**src/rtl/ticl_pkg.sv**
```systemverilog
package ticl_pkg;

    // ==========================================================
    // Timing figures, in nanoseconds
    // ==========================================================
    localparam int unsigned CLK_PERIOD_NS     = 25;
    localparam int unsigned STROBE_NEAR_NS    = 8000;   // Short copy of run normal
    localparam int unsigned STROBE_FAR_NS     = 16000;  // Long copy of run normal
    localparam int unsigned REWIND_PULSE_NS   = 5000;
    localparam int unsigned QUAL_DELAY_NS     = 4000;   // Least of the 4 to 6 us window
    localparam int unsigned SAMPLE_OSC_NS     = 1000;   // Sampling oscillator period

    // Cycle counts derived from the figures above
    localparam int unsigned STROBE_NEAR_CYC  = (STROBE_NEAR_NS + CLK_PERIOD_NS - 1) / CLK_PERIOD_NS;
    localparam int unsigned STROBE_FAR_CYC   = (STROBE_FAR_NS + CLK_PERIOD_NS - 1) / CLK_PERIOD_NS;
    localparam int unsigned REWIND_PULSE_CYC = REWIND_PULSE_NS / CLK_PERIOD_NS;
    localparam int unsigned QUAL_DELAY_CYC   = (QUAL_DELAY_NS + CLK_PERIOD_NS - 1) / CLK_PERIOD_NS;
    localparam int unsigned SAMPLE_OSC_CYC   = SAMPLE_OSC_NS / CLK_PERIOD_NS;

    // Counter width shared by the delay module and the core counters
    localparam int unsigned CNT_W = 10;

    // Controller motion request
    typedef struct packed {
        logic fwd;
        logic rev;
        logic fast;
    } ticl_motion_s;

    // Internal motion outputs
    typedef struct packed {
        logic run_normal;
        logic run_fast;
        logic reverse_out;
    } ticl_drive_s;

    // Write requests from the controller
    typedef struct packed {
        logic set_write_status;
        logic overwrite_req;
    } ticl_wreq_s;

endpackage : ticl_pkg

```
**src/rtl/ticl_delay.sv**
```systemverilog
`timescale 1ns/100ps

// ==========================================================
// Rising-edge delay: output follows input high only after
// the input has stayed high for DELAY cycles; falls at once
// ==========================================================
module ticl_delay #(
    parameter int unsigned DELAY = 1
) (
    input  wire logic clock,
    input  wire logic reset,
    input  wire logic din,
    output logic      dout
);

    logic [ticl_pkg::CNT_W-1:0] count_r;

    initial begin
        if (DELAY < 1 || DELAY >= (1 << ticl_pkg::CNT_W)) begin
            $error("ticl_delay: DELAY out of range");
        end
    end

    // Count while high, clear at once when low (RC charge / dump)
    always_ff @(posedge clock or posedge reset) begin
        if (reset) begin
            count_r <= '0;
        end else if (!din) begin
            count_r <= '0;
        end else if (count_r != ticl_pkg::CNT_W'(DELAY)) begin
            count_r <= count_r + ticl_pkg::CNT_W'(1);
        end
    end

    assign dout = din && (count_r == ticl_pkg::CNT_W'(DELAY));

endmodule : ticl_delay

```
**src/rtl/ticl_core.sv**
```systemverilog
`timescale 1ns/100ps

// How it works
// - Forward, reverse and fast requests map onto normal, fast and reverse outputs.
// - Direction latches only on sampling ticks, which run only while tape is stopped.
// - Reverse request is ignored while the tape sits at load point.
// - Fast forward in the same direction needs no stop first.
// - End of tape drops run fast when running forward, leaving normal-speed running.
// - Busy or not selected forces every motion output off.
// - Two delayed copies of run normal form an 8 us strobe sampling writes.
// - Write select follows sampled write status while erase bar disable is off.
// - Write select only changes at the motion-start sampling point or when overwrite ends.
// - Sampled overwrite sets overwrite flop, holds write select, disables erase bar.
// - Write-after-read strobe clears overwrite flop, dropping write select.
// - Rewind command away from load point sets rewind status and rewinding output.
// - Accepting rewind emits one 5 us rewind pulse.
// - Rewinding hold keeps rewind status set.
// - Rewind status clears at stopped load point or on broken tape.
// - Ready is true when not rewinding, selected, on line and not busy.
// - Unload command, strap gated, sets unload flop; unload out when not rewinding.
// - Broken tape clears both unload and rewind status flops.
// - Unload away from load point also starts rewind and takes unit off line.
// - Selected and on-line qualifiers gating rewind and unload are delayed 4 to 6 us.
// - Tape moving is high while in motion, low once stopped.
// - Busy means rewinding or searching load point; no motion then.
module ticl_core (
    input  wire logic                  clock,
    input  wire logic                  reset,
    input  wire ticl_pkg::ticl_motion_s motion_req,
    input  wire ticl_pkg::ticl_wreq_s  write_req,
    input  wire logic                  write_after_read_strobe,
    input  wire logic                  tape_moving,
    input  wire logic                  at_load_point,
    input  wire logic                  end_of_tape,
    input  wire logic                  busy_in,
    input  wire logic                  unit_selected,
    input  wire logic                  in_service,
    input  wire logic                  rewind_cmd,
    input  wire logic                  rewinding_hold,
    input  wire logic                  broken_tape,
    input  wire logic                  unload_cmd,
    input  wire logic                  unload_gating_strap,
    output ticl_pkg::ticl_drive_s      drive,
    output logic                       write_select,
    output logic                       erase_bar_disable,
    output logic                       rewinding_status,
    output logic                       rewind_pulse,
    output logic                       ready,
    output logic                       unload_out,
    output logic                       go_offline_cmd
);

    // ==========================================================
    // Input synchronisers (all inputs come from pins)
    // ==========================================================
    localparam int unsigned NSYNC = 17;

    logic [NSYNC-1:0] pin_meta_r;
    logic [NSYNC-1:0] pin_sync_r;
    logic [NSYNC-1:0] pin_raw;

    assign pin_raw = {motion_req.fwd, motion_req.rev, motion_req.fast,
                      write_req.set_write_status, write_req.overwrite_req,
                      write_after_read_strobe, tape_moving, at_load_point,
                      end_of_tape, busy_in, unit_selected, in_service,
                      rewind_cmd, rewinding_hold, broken_tape, unload_cmd, unload_gating_strap};

    // Two stages; only the second stage feeds logic
    always_ff @(posedge clock or posedge reset) begin
        if (reset) begin
            pin_meta_r <= '0;
            pin_sync_r <= '0;
        end else begin
            pin_meta_r <= pin_raw;
            pin_sync_r <= pin_meta_r;
        end
    end

    logic s_fwd, s_rev, s_fast, s_sws, s_ovw, s_wars, s_moving, s_lp;
    logic s_eot, s_busy, s_sel, s_onl, s_rwc, s_hold, s_bkn, s_unload_cmd, s_strap;
    // Strap is static but still a pin, so it rides the same two stages
    assign {s_fwd, s_rev, s_fast, s_sws, s_ovw, s_wars, s_moving, s_lp,
            s_eot, s_busy, s_sel, s_onl, s_rwc, s_hold, s_bkn, s_unload_cmd, s_strap} = pin_sync_r;

    // ==========================================================
    // Qualifier delay
    // ==========================================================
    logic sel_onl_dly;

    ticl_delay #(.DELAY (ticl_pkg::QUAL_DELAY_CYC)) u_qual_delay (
        .clock (clock),
        .reset (reset),
        .din   (s_sel && s_onl),
        .dout  (sel_onl_dly)
    );

    // ==========================================================
    // Sampling oscillator and direction interlock
    // ==========================================================
    logic [ticl_pkg::CNT_W-1:0] osc_cnt_r;
    logic                       osc_tick;
    logic                       dir_fwd_r;

    // oscillator gated by motion; moving stops it; counter
    always_ff @(posedge clock or posedge reset) begin
        if (reset) begin
            osc_cnt_r <= '0;
        end else if (s_moving || osc_cnt_r == ticl_pkg::CNT_W'(ticl_pkg::SAMPLE_OSC_CYC - 1)) begin
            osc_cnt_r <= '0;
        end else begin
            osc_cnt_r <= osc_cnt_r + ticl_pkg::CNT_W'(1);
        end
    end

    assign osc_tick = !s_moving && (osc_cnt_r == ticl_pkg::CNT_W'(ticl_pkg::SAMPLE_OSC_CYC - 1));

    always_ff @(posedge clock or posedge reset) begin
        if (reset) begin
            dir_fwd_r <= 1'b1;
        end else if (osc_tick) begin
            dir_fwd_r <= s_fwd;
        end
    end

    // ==========================================================
    // Motion output mapping
    // ==========================================================
    logic motion_enable;
    logic rev_req_ok;
    logic run_normal_c;
    logic run_fast_c;
    logic reverse_c;

    // busy or deselect blocks; busy means no motion
    assign motion_enable = !s_busy && s_sel;
    assign rev_req_ok    = s_rev && !s_lp;

    // command mapping; same-direction fast; end of tape
    always_comb begin
        run_normal_c = 1'b0;
        run_fast_c   = 1'b0;
        reverse_c    = 1'b0;
        if (motion_enable) begin
            if (dir_fwd_r && s_fwd) begin
                run_normal_c = 1'b1;
                run_fast_c   = s_fast && !s_eot;
            end else if (!dir_fwd_r && rev_req_ok) begin
                run_normal_c = 1'b1;
                run_fast_c   = s_fast;
                reverse_c    = 1'b1;
            end
        end
    end

    always_ff @(posedge clock or posedge reset) begin
        if (reset) begin
            drive <= '0;
        end else begin
            drive <= {run_normal_c, run_fast_c, reverse_c};
        end
    end

    // ==========================================================
    // Write sampling strobe
    // ==========================================================
    logic rn_near;
    logic rn_far;
    logic sample_strobe;
    logic sample_strobe_d_r;
    logic sample_edge;

    ticl_delay #(.DELAY (ticl_pkg::STROBE_NEAR_CYC)) u_rn_near (
        .clock (clock),
        .reset (reset),
        .din   (drive.run_normal),
        .dout  (rn_near)
    );

    ticl_delay #(.DELAY (ticl_pkg::STROBE_FAR_CYC)) u_rn_far (
        .clock (clock),
        .reset (reset),
        .din   (drive.run_normal),
        .dout  (rn_far)
    );

    // strobe high from 8 us to 16 us after run normal rises
    assign sample_strobe = rn_near && !rn_far;

    always_ff @(posedge clock or posedge reset) begin
        if (reset) begin
            sample_strobe_d_r <= 1'b0;
        end else begin
            sample_strobe_d_r <= sample_strobe;
        end
    end

    // Sample on the trailing edge, about 16 us in, within 15 to 20 us
    assign sample_edge = sample_strobe_d_r && !sample_strobe;

    // ==========================================================
    // Write select and overwrite
    // ==========================================================
    logic sws_r;
    logic ovw_ff_r;

    // changes only at sample; overwrite end drops it; valid requests
    always_ff @(posedge clock or posedge reset) begin
        if (reset) begin
            sws_r <= 1'b0;
        end else if (sample_edge) begin
            sws_r <= s_sws;
        end else if (s_wars && ovw_ff_r) begin
            sws_r <= 1'b0;
        end
    end

    // overwrite set at sample; strobe clears it; set wins
    always_ff @(posedge clock or posedge reset) begin
        if (reset) begin
            ovw_ff_r <= 1'b0;
        end else if (sample_edge && s_ovw) begin
            ovw_ff_r <= 1'b1;
        end else if (s_wars) begin
            ovw_ff_r <= 1'b0;
        end
    end

    // normal write; overwrite holds select; needs both requests
    always_ff @(posedge clock or posedge reset) begin
        if (reset) begin
            write_select      <= 1'b0;
            erase_bar_disable <= 1'b0;
        end else begin
            write_select      <= sws_r;
            erase_bar_disable <= ovw_ff_r;
        end
    end

    // ==========================================================
    // Rewind status
    // ==========================================================
    logic rwc_d_r;
    logic rwc_accept;
    logic unload_cmd_rewind;
    logic rewind_ff_r;
    logic stopped_at_lp;
    logic [ticl_pkg::CNT_W-1:0] rw_pulse_cnt_r;

    // unload away from load point also rewinds
    assign unload_cmd_rewind = s_unload_cmd && !s_lp;

    always_ff @(posedge clock or posedge reset) begin
        if (reset) begin
            rwc_d_r <= 1'b0;
        end else begin
            rwc_d_r <= (s_rwc && sel_onl_dly) || unload_cmd_rewind;
        end
    end

    // accept on rising request when off load point
    assign rwc_accept    = ((s_rwc && sel_onl_dly) || unload_cmd_rewind) && !rwc_d_r && !s_lp;
    assign stopped_at_lp = s_lp && !s_moving;

    // hold keeps set; clear on stop at load point or broken
    always_ff @(posedge clock or posedge reset) begin
        if (reset) begin
            rewind_ff_r <= 1'b0;
        end else if (s_bkn) begin
            rewind_ff_r <= 1'b0;
        end else if (rwc_accept || s_hold) begin
            rewind_ff_r <= 1'b1;
        end else if (stopped_at_lp) begin
            rewind_ff_r <= 1'b0;
        end
    end

    // single 5 us pulse per acceptance
    always_ff @(posedge clock or posedge reset) begin
        if (reset) begin
            rw_pulse_cnt_r <= '0;
        end else if (rwc_accept) begin
            rw_pulse_cnt_r <= ticl_pkg::CNT_W'(ticl_pkg::REWIND_PULSE_CYC);
        end else if (rw_pulse_cnt_r != '0) begin
            rw_pulse_cnt_r <= rw_pulse_cnt_r - ticl_pkg::CNT_W'(1);
        end
    end

    // ==========================================================
    // Unload
    // ==========================================================
    logic unload_ff_r;
    logic unload_set;

    // strap selects gated or plain unload
    assign unload_set = s_unload_cmd && (s_strap || sel_onl_dly);

    always_ff @(posedge clock or posedge reset) begin
        if (reset) begin
            unload_ff_r <= 1'b0;
        end else if (s_bkn) begin
            unload_ff_r <= 1'b0;
        end else if (unload_set) begin
            unload_ff_r <= 1'b1;
        end
    end

    // ==========================================================
    // Status outputs
    // ==========================================================
    // ready; unload out; off line with unload
    always_ff @(posedge clock or posedge reset) begin
        if (reset) begin
            rewinding_status <= 1'b0;
            rewind_pulse     <= 1'b0;
            ready            <= 1'b0;
            unload_out       <= 1'b0;
            go_offline_cmd   <= 1'b0;
        end else begin
            rewinding_status <= rewind_ff_r;
            rewind_pulse     <= rw_pulse_cnt_r != '0;
            ready            <= !rewind_ff_r && s_sel && s_onl && !s_busy;
            unload_out       <= unload_ff_r && !rewind_ff_r;
            go_offline_cmd   <= unload_set;
        end
    end
endmodule : ticl_core

```
**config.mk**
```make
export PLATFORM = sky130hd
export DESIGN_NAME = ticl_core
export DESIGN_NICKNAME = d
export VERILOG_FILES = /design/src/rtl/ticl_pkg.sv /design/src/rtl/ticl_delay.sv /design/src/rtl/ticl_core.sv
export SDC_FILE = /design/constraint.sdc
export NUM_CORES = 1
export LEC_CHECK = 0
export BUFFER_PORTS_ARGS = -buffer_cell sky130_fd_sc_hd__buf_2
export CORE_MARGIN = 2
export CORE_UTILIZATION = 45
export CTS_CLUSTER_DIAMETER = 120
export DETAILED_ROUTE_END_ITERATION = 16
export PLACE_DENSITY_LB_ADDON = 0.1
export SLEW_MARGIN = 20
export SYNTH_ARGS = -nofsm -noshare
export SYNTH_HDL_FRONTEND = slang
export SYNTH_SLANG_ARGS = --single-unit
```
**constraint.sdc**
```tcl
create_clock -name clock -period 4.8 [get_ports clock]
set_clock_uncertainty 0.15 [all_clocks]
set_input_delay 1.44 -clock clock [delete_from_list [all_inputs] [get_ports clock]]
set_output_delay 1.44 -clock clock [all_outputs]
set_load 0.005 [all_outputs]
```
Word level (Yosys, flattened, before mapping)
Cells that the tools add are included.
W data, S select, Z words.
{"block": "totals", "register_bits": 101, "input_bits": 19, "wordCells": 108}
{"block": "op_classes", "addsub": 5, "reduce_logical": 43, "eq_ne": 10, "muxes": 26}
{"op": "$mux W10", "n": 9}
{"op": "$add A10 B1 Y10 const B", "n": 4}
{"op": "$logic_and A1 B1 Y1", "n": 24}
{"op": "$mux W1", "n": 17}
{"op": "$eq A10 B10 Y1 const B", "n": 1}
{"op": "$eq A10 B6 Y1 const B", "n": 1}
{"op": "$eq A10 B8 Y1 const B", "n": 1}
{"op": "$eq A10 B9 Y1 const B", "n": 1}
{"op": "$ne A10 B10 Y1 const B", "n": 1}
{"op": "$ne A10 B8 Y1 const B", "n": 1}
{"op": "$ne A10 B9 Y1 const B", "n": 1}
{"op": "$reduce_bool A10 Y1", "n": 1}
{"op": "$sub A10 B1 Y10 const B", "n": 1}
{"op": "$logic_not A1 Y1", "n": 9}
{"op": "$reduce_bool A2 Y1", "n": 4}
{"op": "$logic_or A1 B1 Y1", "n": 4}
{"op": "$ne A2 B1 Y1 const B", "n": 2}
{"op": "$reduce_bool A3 Y1", "n": 1}
{"op": "$ne A2 B2 Y1 const B", "n": 1}

Longest topological paths before layout
{"block": "depth", "ltp_word": 9, "mapped_depth": 6, "depth_no_buf": 6}

Modules after synthesis
A second synthesis with hierarchy kept.
{"block": "hier_totals", "hier_cells": 358, "hier_area_um2": 4145.2}
{"module": "ticl_core", "cells_each": 182, "n_inst": 1, "area_each_um2": 2442.3}
{"module": "ticl_delay at u_rn_near", "cells_each": 57, "n_inst": 1, "area_each_um2": 575.6}
{"module": "ticl_delay at u_qual_delay", "cells_each": 59, "n_inst": 1, "area_each_um2": 568.0}
{"module": "ticl_delay at u_rn_far", "cells_each": 60, "n_inst": 1, "area_each_um2": 559.3}

Worst setup path after synthesis
Ideal clock, no wire load.
{"block": "synth_timing", "kind": "register -> output", "startpoint": "register drive[2] (netlist bit)", "endpoint": "output port drive[2] (netlist bit)", "required_ns": 3.210, "stages_incl_launch_ff": 2, "setup_slack_ns": 2.693, "path_buffers": 1, "t_arrival_ns": 0.517, "path_cell_list": "dfrtp_1 buf_4"}
{"item": "start, declared", "line": "ticl_core.sv:43", "source": "output ticl_pkg::ticl_drive_s drive,"}
{"item": "start signal, assigned", "line": "ticl_core.sv:159", "source": "drive <= {run_normal_c, run_fast_c, reverse_c};"}
No word-level cell between the ends.

Worst setup path in the final report
{"block": "layout_timing", "startpoint": "register drive[2] (netlist bit)", "endpoint": "output port drive[2] (netlist bit)"}
No word-level cell between the ends.

==> impl_metrics.json <==
{
  "vias_per_cell": 5.02,
  "finalWeightedCongestion": 0.776,
  "grt_pass1_vias": 2438,
  "die-area_mm2": 0.00978,
  "die_w_um": 98.9,
  "syn_area_mm2": 0.00405,
  "cts-resized-gates": 0,
  "hold_buffers": 0,
  "path_buf_inv": 1,
  "p_sw_uw": 412,
  "grt_most_used_layer": "met1",
  "rsz0062_at_grt": "no",
  "post_cts_buffers": 0,
  "outcome": "complete, no violations",
  "power.share.clock_pct": 34.1,
  "ios": 29,
  "clock-root-buffer": "clkbuf_8",
  "grt_max_degree": 82,
  "synth_ff_type": "dfrtp_1",
  "end_kind": "primary output",
  "cts.path.max_buffers": 2,
  "fin_crit_ps": 2860,
  "p_int_mw": 1.24,
  "cts_sinks": 101,
  "ys_async_sr_fraction_pct": 100,
  "synth_edf_count": 0,
  "drt_iter0_markers": 62,
  "grt_use_met1_pct": 21.4,
  "wire_per_inst_um": 13.0,
  "hold_viol_final": 0,
  "crit_fanout": 23,
  "yosys_warnings": 0,
  "cpPeakStageDelay_ps": 700,
  "start_kind": "flop",
  "cp_slowest_cell": "dfrtp_1",
  "yosys.area.top_type_share_pct": 61.7,
  "synth_area_leaders": "dfrtp_1 (62%), xnor2_1 (4.8%), nor2_1 (3.1%)",
  "pwr_density_cell_mw_per_mm2": 365,
  "start_util_pct": 46.5,
  "dp_hpwl_um": 4370,
  "ys_ff_latch": 101,
  "setup_violations": 0,
  "clk_latency_ps": 360,
  "rows": 34,
  "drt-total-wl_um": 6400,
  "ant_nets": 0,
  "tns_ps": 0,
  "power_frac_seq_pct": 57.8,
  "syn_inst": 342,
  "hold_path.class": "flop to flop",
  "critPathArrivalTime_ps": 1270,
  "n_antenna_cell": 0,
  "yosysMostFrequentCell": "dfrtp_1",
  "pre_cts_ws_ps": 2160,
  "synth.distinct_cells": 48,
  "vdd_drop_max_uv": 220,
  "htreeDepth": 3,
  "grt_use_met3_pct": 4.18,
  "dr.pass1.iters": 4,
  "cp.required_ps": 3210,
  "drive_gt1_share_pct": 15.7,
  "ys_seq_area_share_pct": 62.4,
  "cts_buffers": 9,
  "drc": 0,
  "antenna_found_initial": 0,
  "port_buffers": 28,
  "clk_pin_slew_ps": 90,
  "worst_pin_slew_ps": 941,
  "fin_ws_ps": 1940,
  "synth_fp_nets": 369,
  "grt_pass1_wl_um": 11600,
  "grt_overflow": 0,
  "area_delta_synth_final_pct": 12.0,
  "path_class": "flop to primary output",
  "die_y_um": 98.9,
  "crit_path_cell_trace": "buf_2",
  "nFillCells": 764,
  "switching_share_pct": 24.9,
  "core_area_mm2": 0.00872,
  "syn-mean-instance-area_um2": 11.8,
  "cap_viol_max_count": 0,
  "combinationalPowerShare_pct": 8.2,
  "fin_crit_sh_pct": 59.5,
  "hold_slack_ps": 202,
  "crit_family": "flip-flops",
  "use_met2_pct": 21.3,
  "nets": 405,
  "fmax_ghz": 0.350,
  "p_leak_nw": 2.01,
  "synth_commonest_cells": "dfrtp_1 (100), nor2_1 (33), nand2_1 (22), xnor2_1 (22)",
  "synth_largest_area_cell": "dfrtp_1",
  "tritoncts": "yes",
  "grt.total_usage_pct": 14.8,
  "dr_total_vias": 2464,
  "relSlewSlack_pct": 37.3,
  "maxSlewViolCount": 0
}
-- final timing paths --
check / from / end / slack [ps] / depth (start not counted)
setup / recovery: drive[2]$_DFF_PP0_ / drive[2] / 1940 / 1
hold / removal: pin_meta_r[13]$_DFF_PP0_ / pin_sync_r[13]$_DFF_PP0_ / 200 / 0
setup reg to reg: rw_pulse_cnt_r[0]$_DFFE_PP0P_ / rw_pulse_cnt_r[0]$_DFFE_PP0P_ / 2790 / 6
hold reg to reg: pin_meta_r[13]$_DFF_PP0_ / pin_sync_r[13]$_DFF_PP0_ / 200 / 0
max in group asynchronous: reset / u_rn_far.count_r[5]$_DFFE_PP0N_ / 2630 / 3
min in group asynchronous: reset / write_select$_DFF_PP0_ / 1130 / 2
-- stage by stage --
step                      total power, mW  utilization, %  instances  area [um^2]
final                                1.66            52.1        491         4540
after global routing                 1.75            52.1        491         4540
after CTS                            1.68            52.1        491         4540
after detailed placement             1.11            49.6        475         4320
after global placement               1.11            49.6        475         4320
after floorplan                      1.07               -        342         4050
-- layout make-up --
class                   count  area [um^2]  area share, %
clock buffers              11          151           3.34
clock inverters             5         65.1           1.43
inverters                  15         58.8           1.30
multi-input cells         221         1450           31.8
flip-flops and latches    101         2530           55.7
well taps                 108          135           2.98
repair buffers             30          155           3.42
-- power by group through the flow --
stage | combinational (mW) | clock [mW] | sequential, mW
3_5_place_dp | 0.140 | 0 | 0.973
3_3_place_gp | 0.135 | 0 | 0.972
2_1_floorplan | 0.108 | 0 | 0.961
5_1_grt | 0.163 | 0.624 | 0.967
4_1_cts | 0.140 | 0.586 | 0.956
6_report | 0.136 | 0.564 | 0.956
-- kinds of logic after synthesis --
| group | after synthesis | share of synthesized area [%] |
|---|---|---|
| AOI/OAI and AO/OA | 32 | 5.06 |
| adders and majority gates | 8 | 2.47 |
| and+or+nand+nor | 146 | 20.3 |
| DFF | 101 | 62.4 |
| xor gates and xnor gates | 30 | 6.48 |
| muxes | 5 | 1.30 |
| buffers and inverters | 20 | 1.94 |
-- placed cells by master, fill, tap and decap left out, types with 3 or more instances in the layout --
cell type	n
xnor2_1	22
nand2_1	22
nand4_1	9
or3_1	4
nor4_1	3
nand3_1	15
dfrtp_1	100
o21ai_0	6
clkbuf_8	11
nor3_1	8
a21oi_1	10
nand3b_1	4
and2_1	15
inv_1	14
nor2_1	33
and3_1	4
xor2_1	8
mux2i_1	3
nor2b_1	3
ha_1	8
nand2b_1	9
a21boi_0	5
buf_2	28
-- per-layer routing --
| metal | share of wire [%] | vias up |
|---|---|---|
| li1 | - | 1232 |
| met1 | 50 | 1189 |
| met2 | 44 | 33 |
| met3 | 3.9 | 10 |
| met4 | 1.5 | 0 |
| met5 | 0 | - |
-- flip-flops by register name (all words and copies together), names as in the netlist, 3 cells and up --
| register | count |
|---|---|
| u_qual_delay.count_r | 10 |
| osc_cnt_r | 10 |
| u_rn_near.count_r | 10 |
| pin_meta_r | 17 |
| drive | 3 |
| pin_sync_r | 17 |
| u_rn_far.count_r | 10 |
| rw_pulse_cnt_r | 10 |
Note: power is estimated with default switching activity, not from simulation.
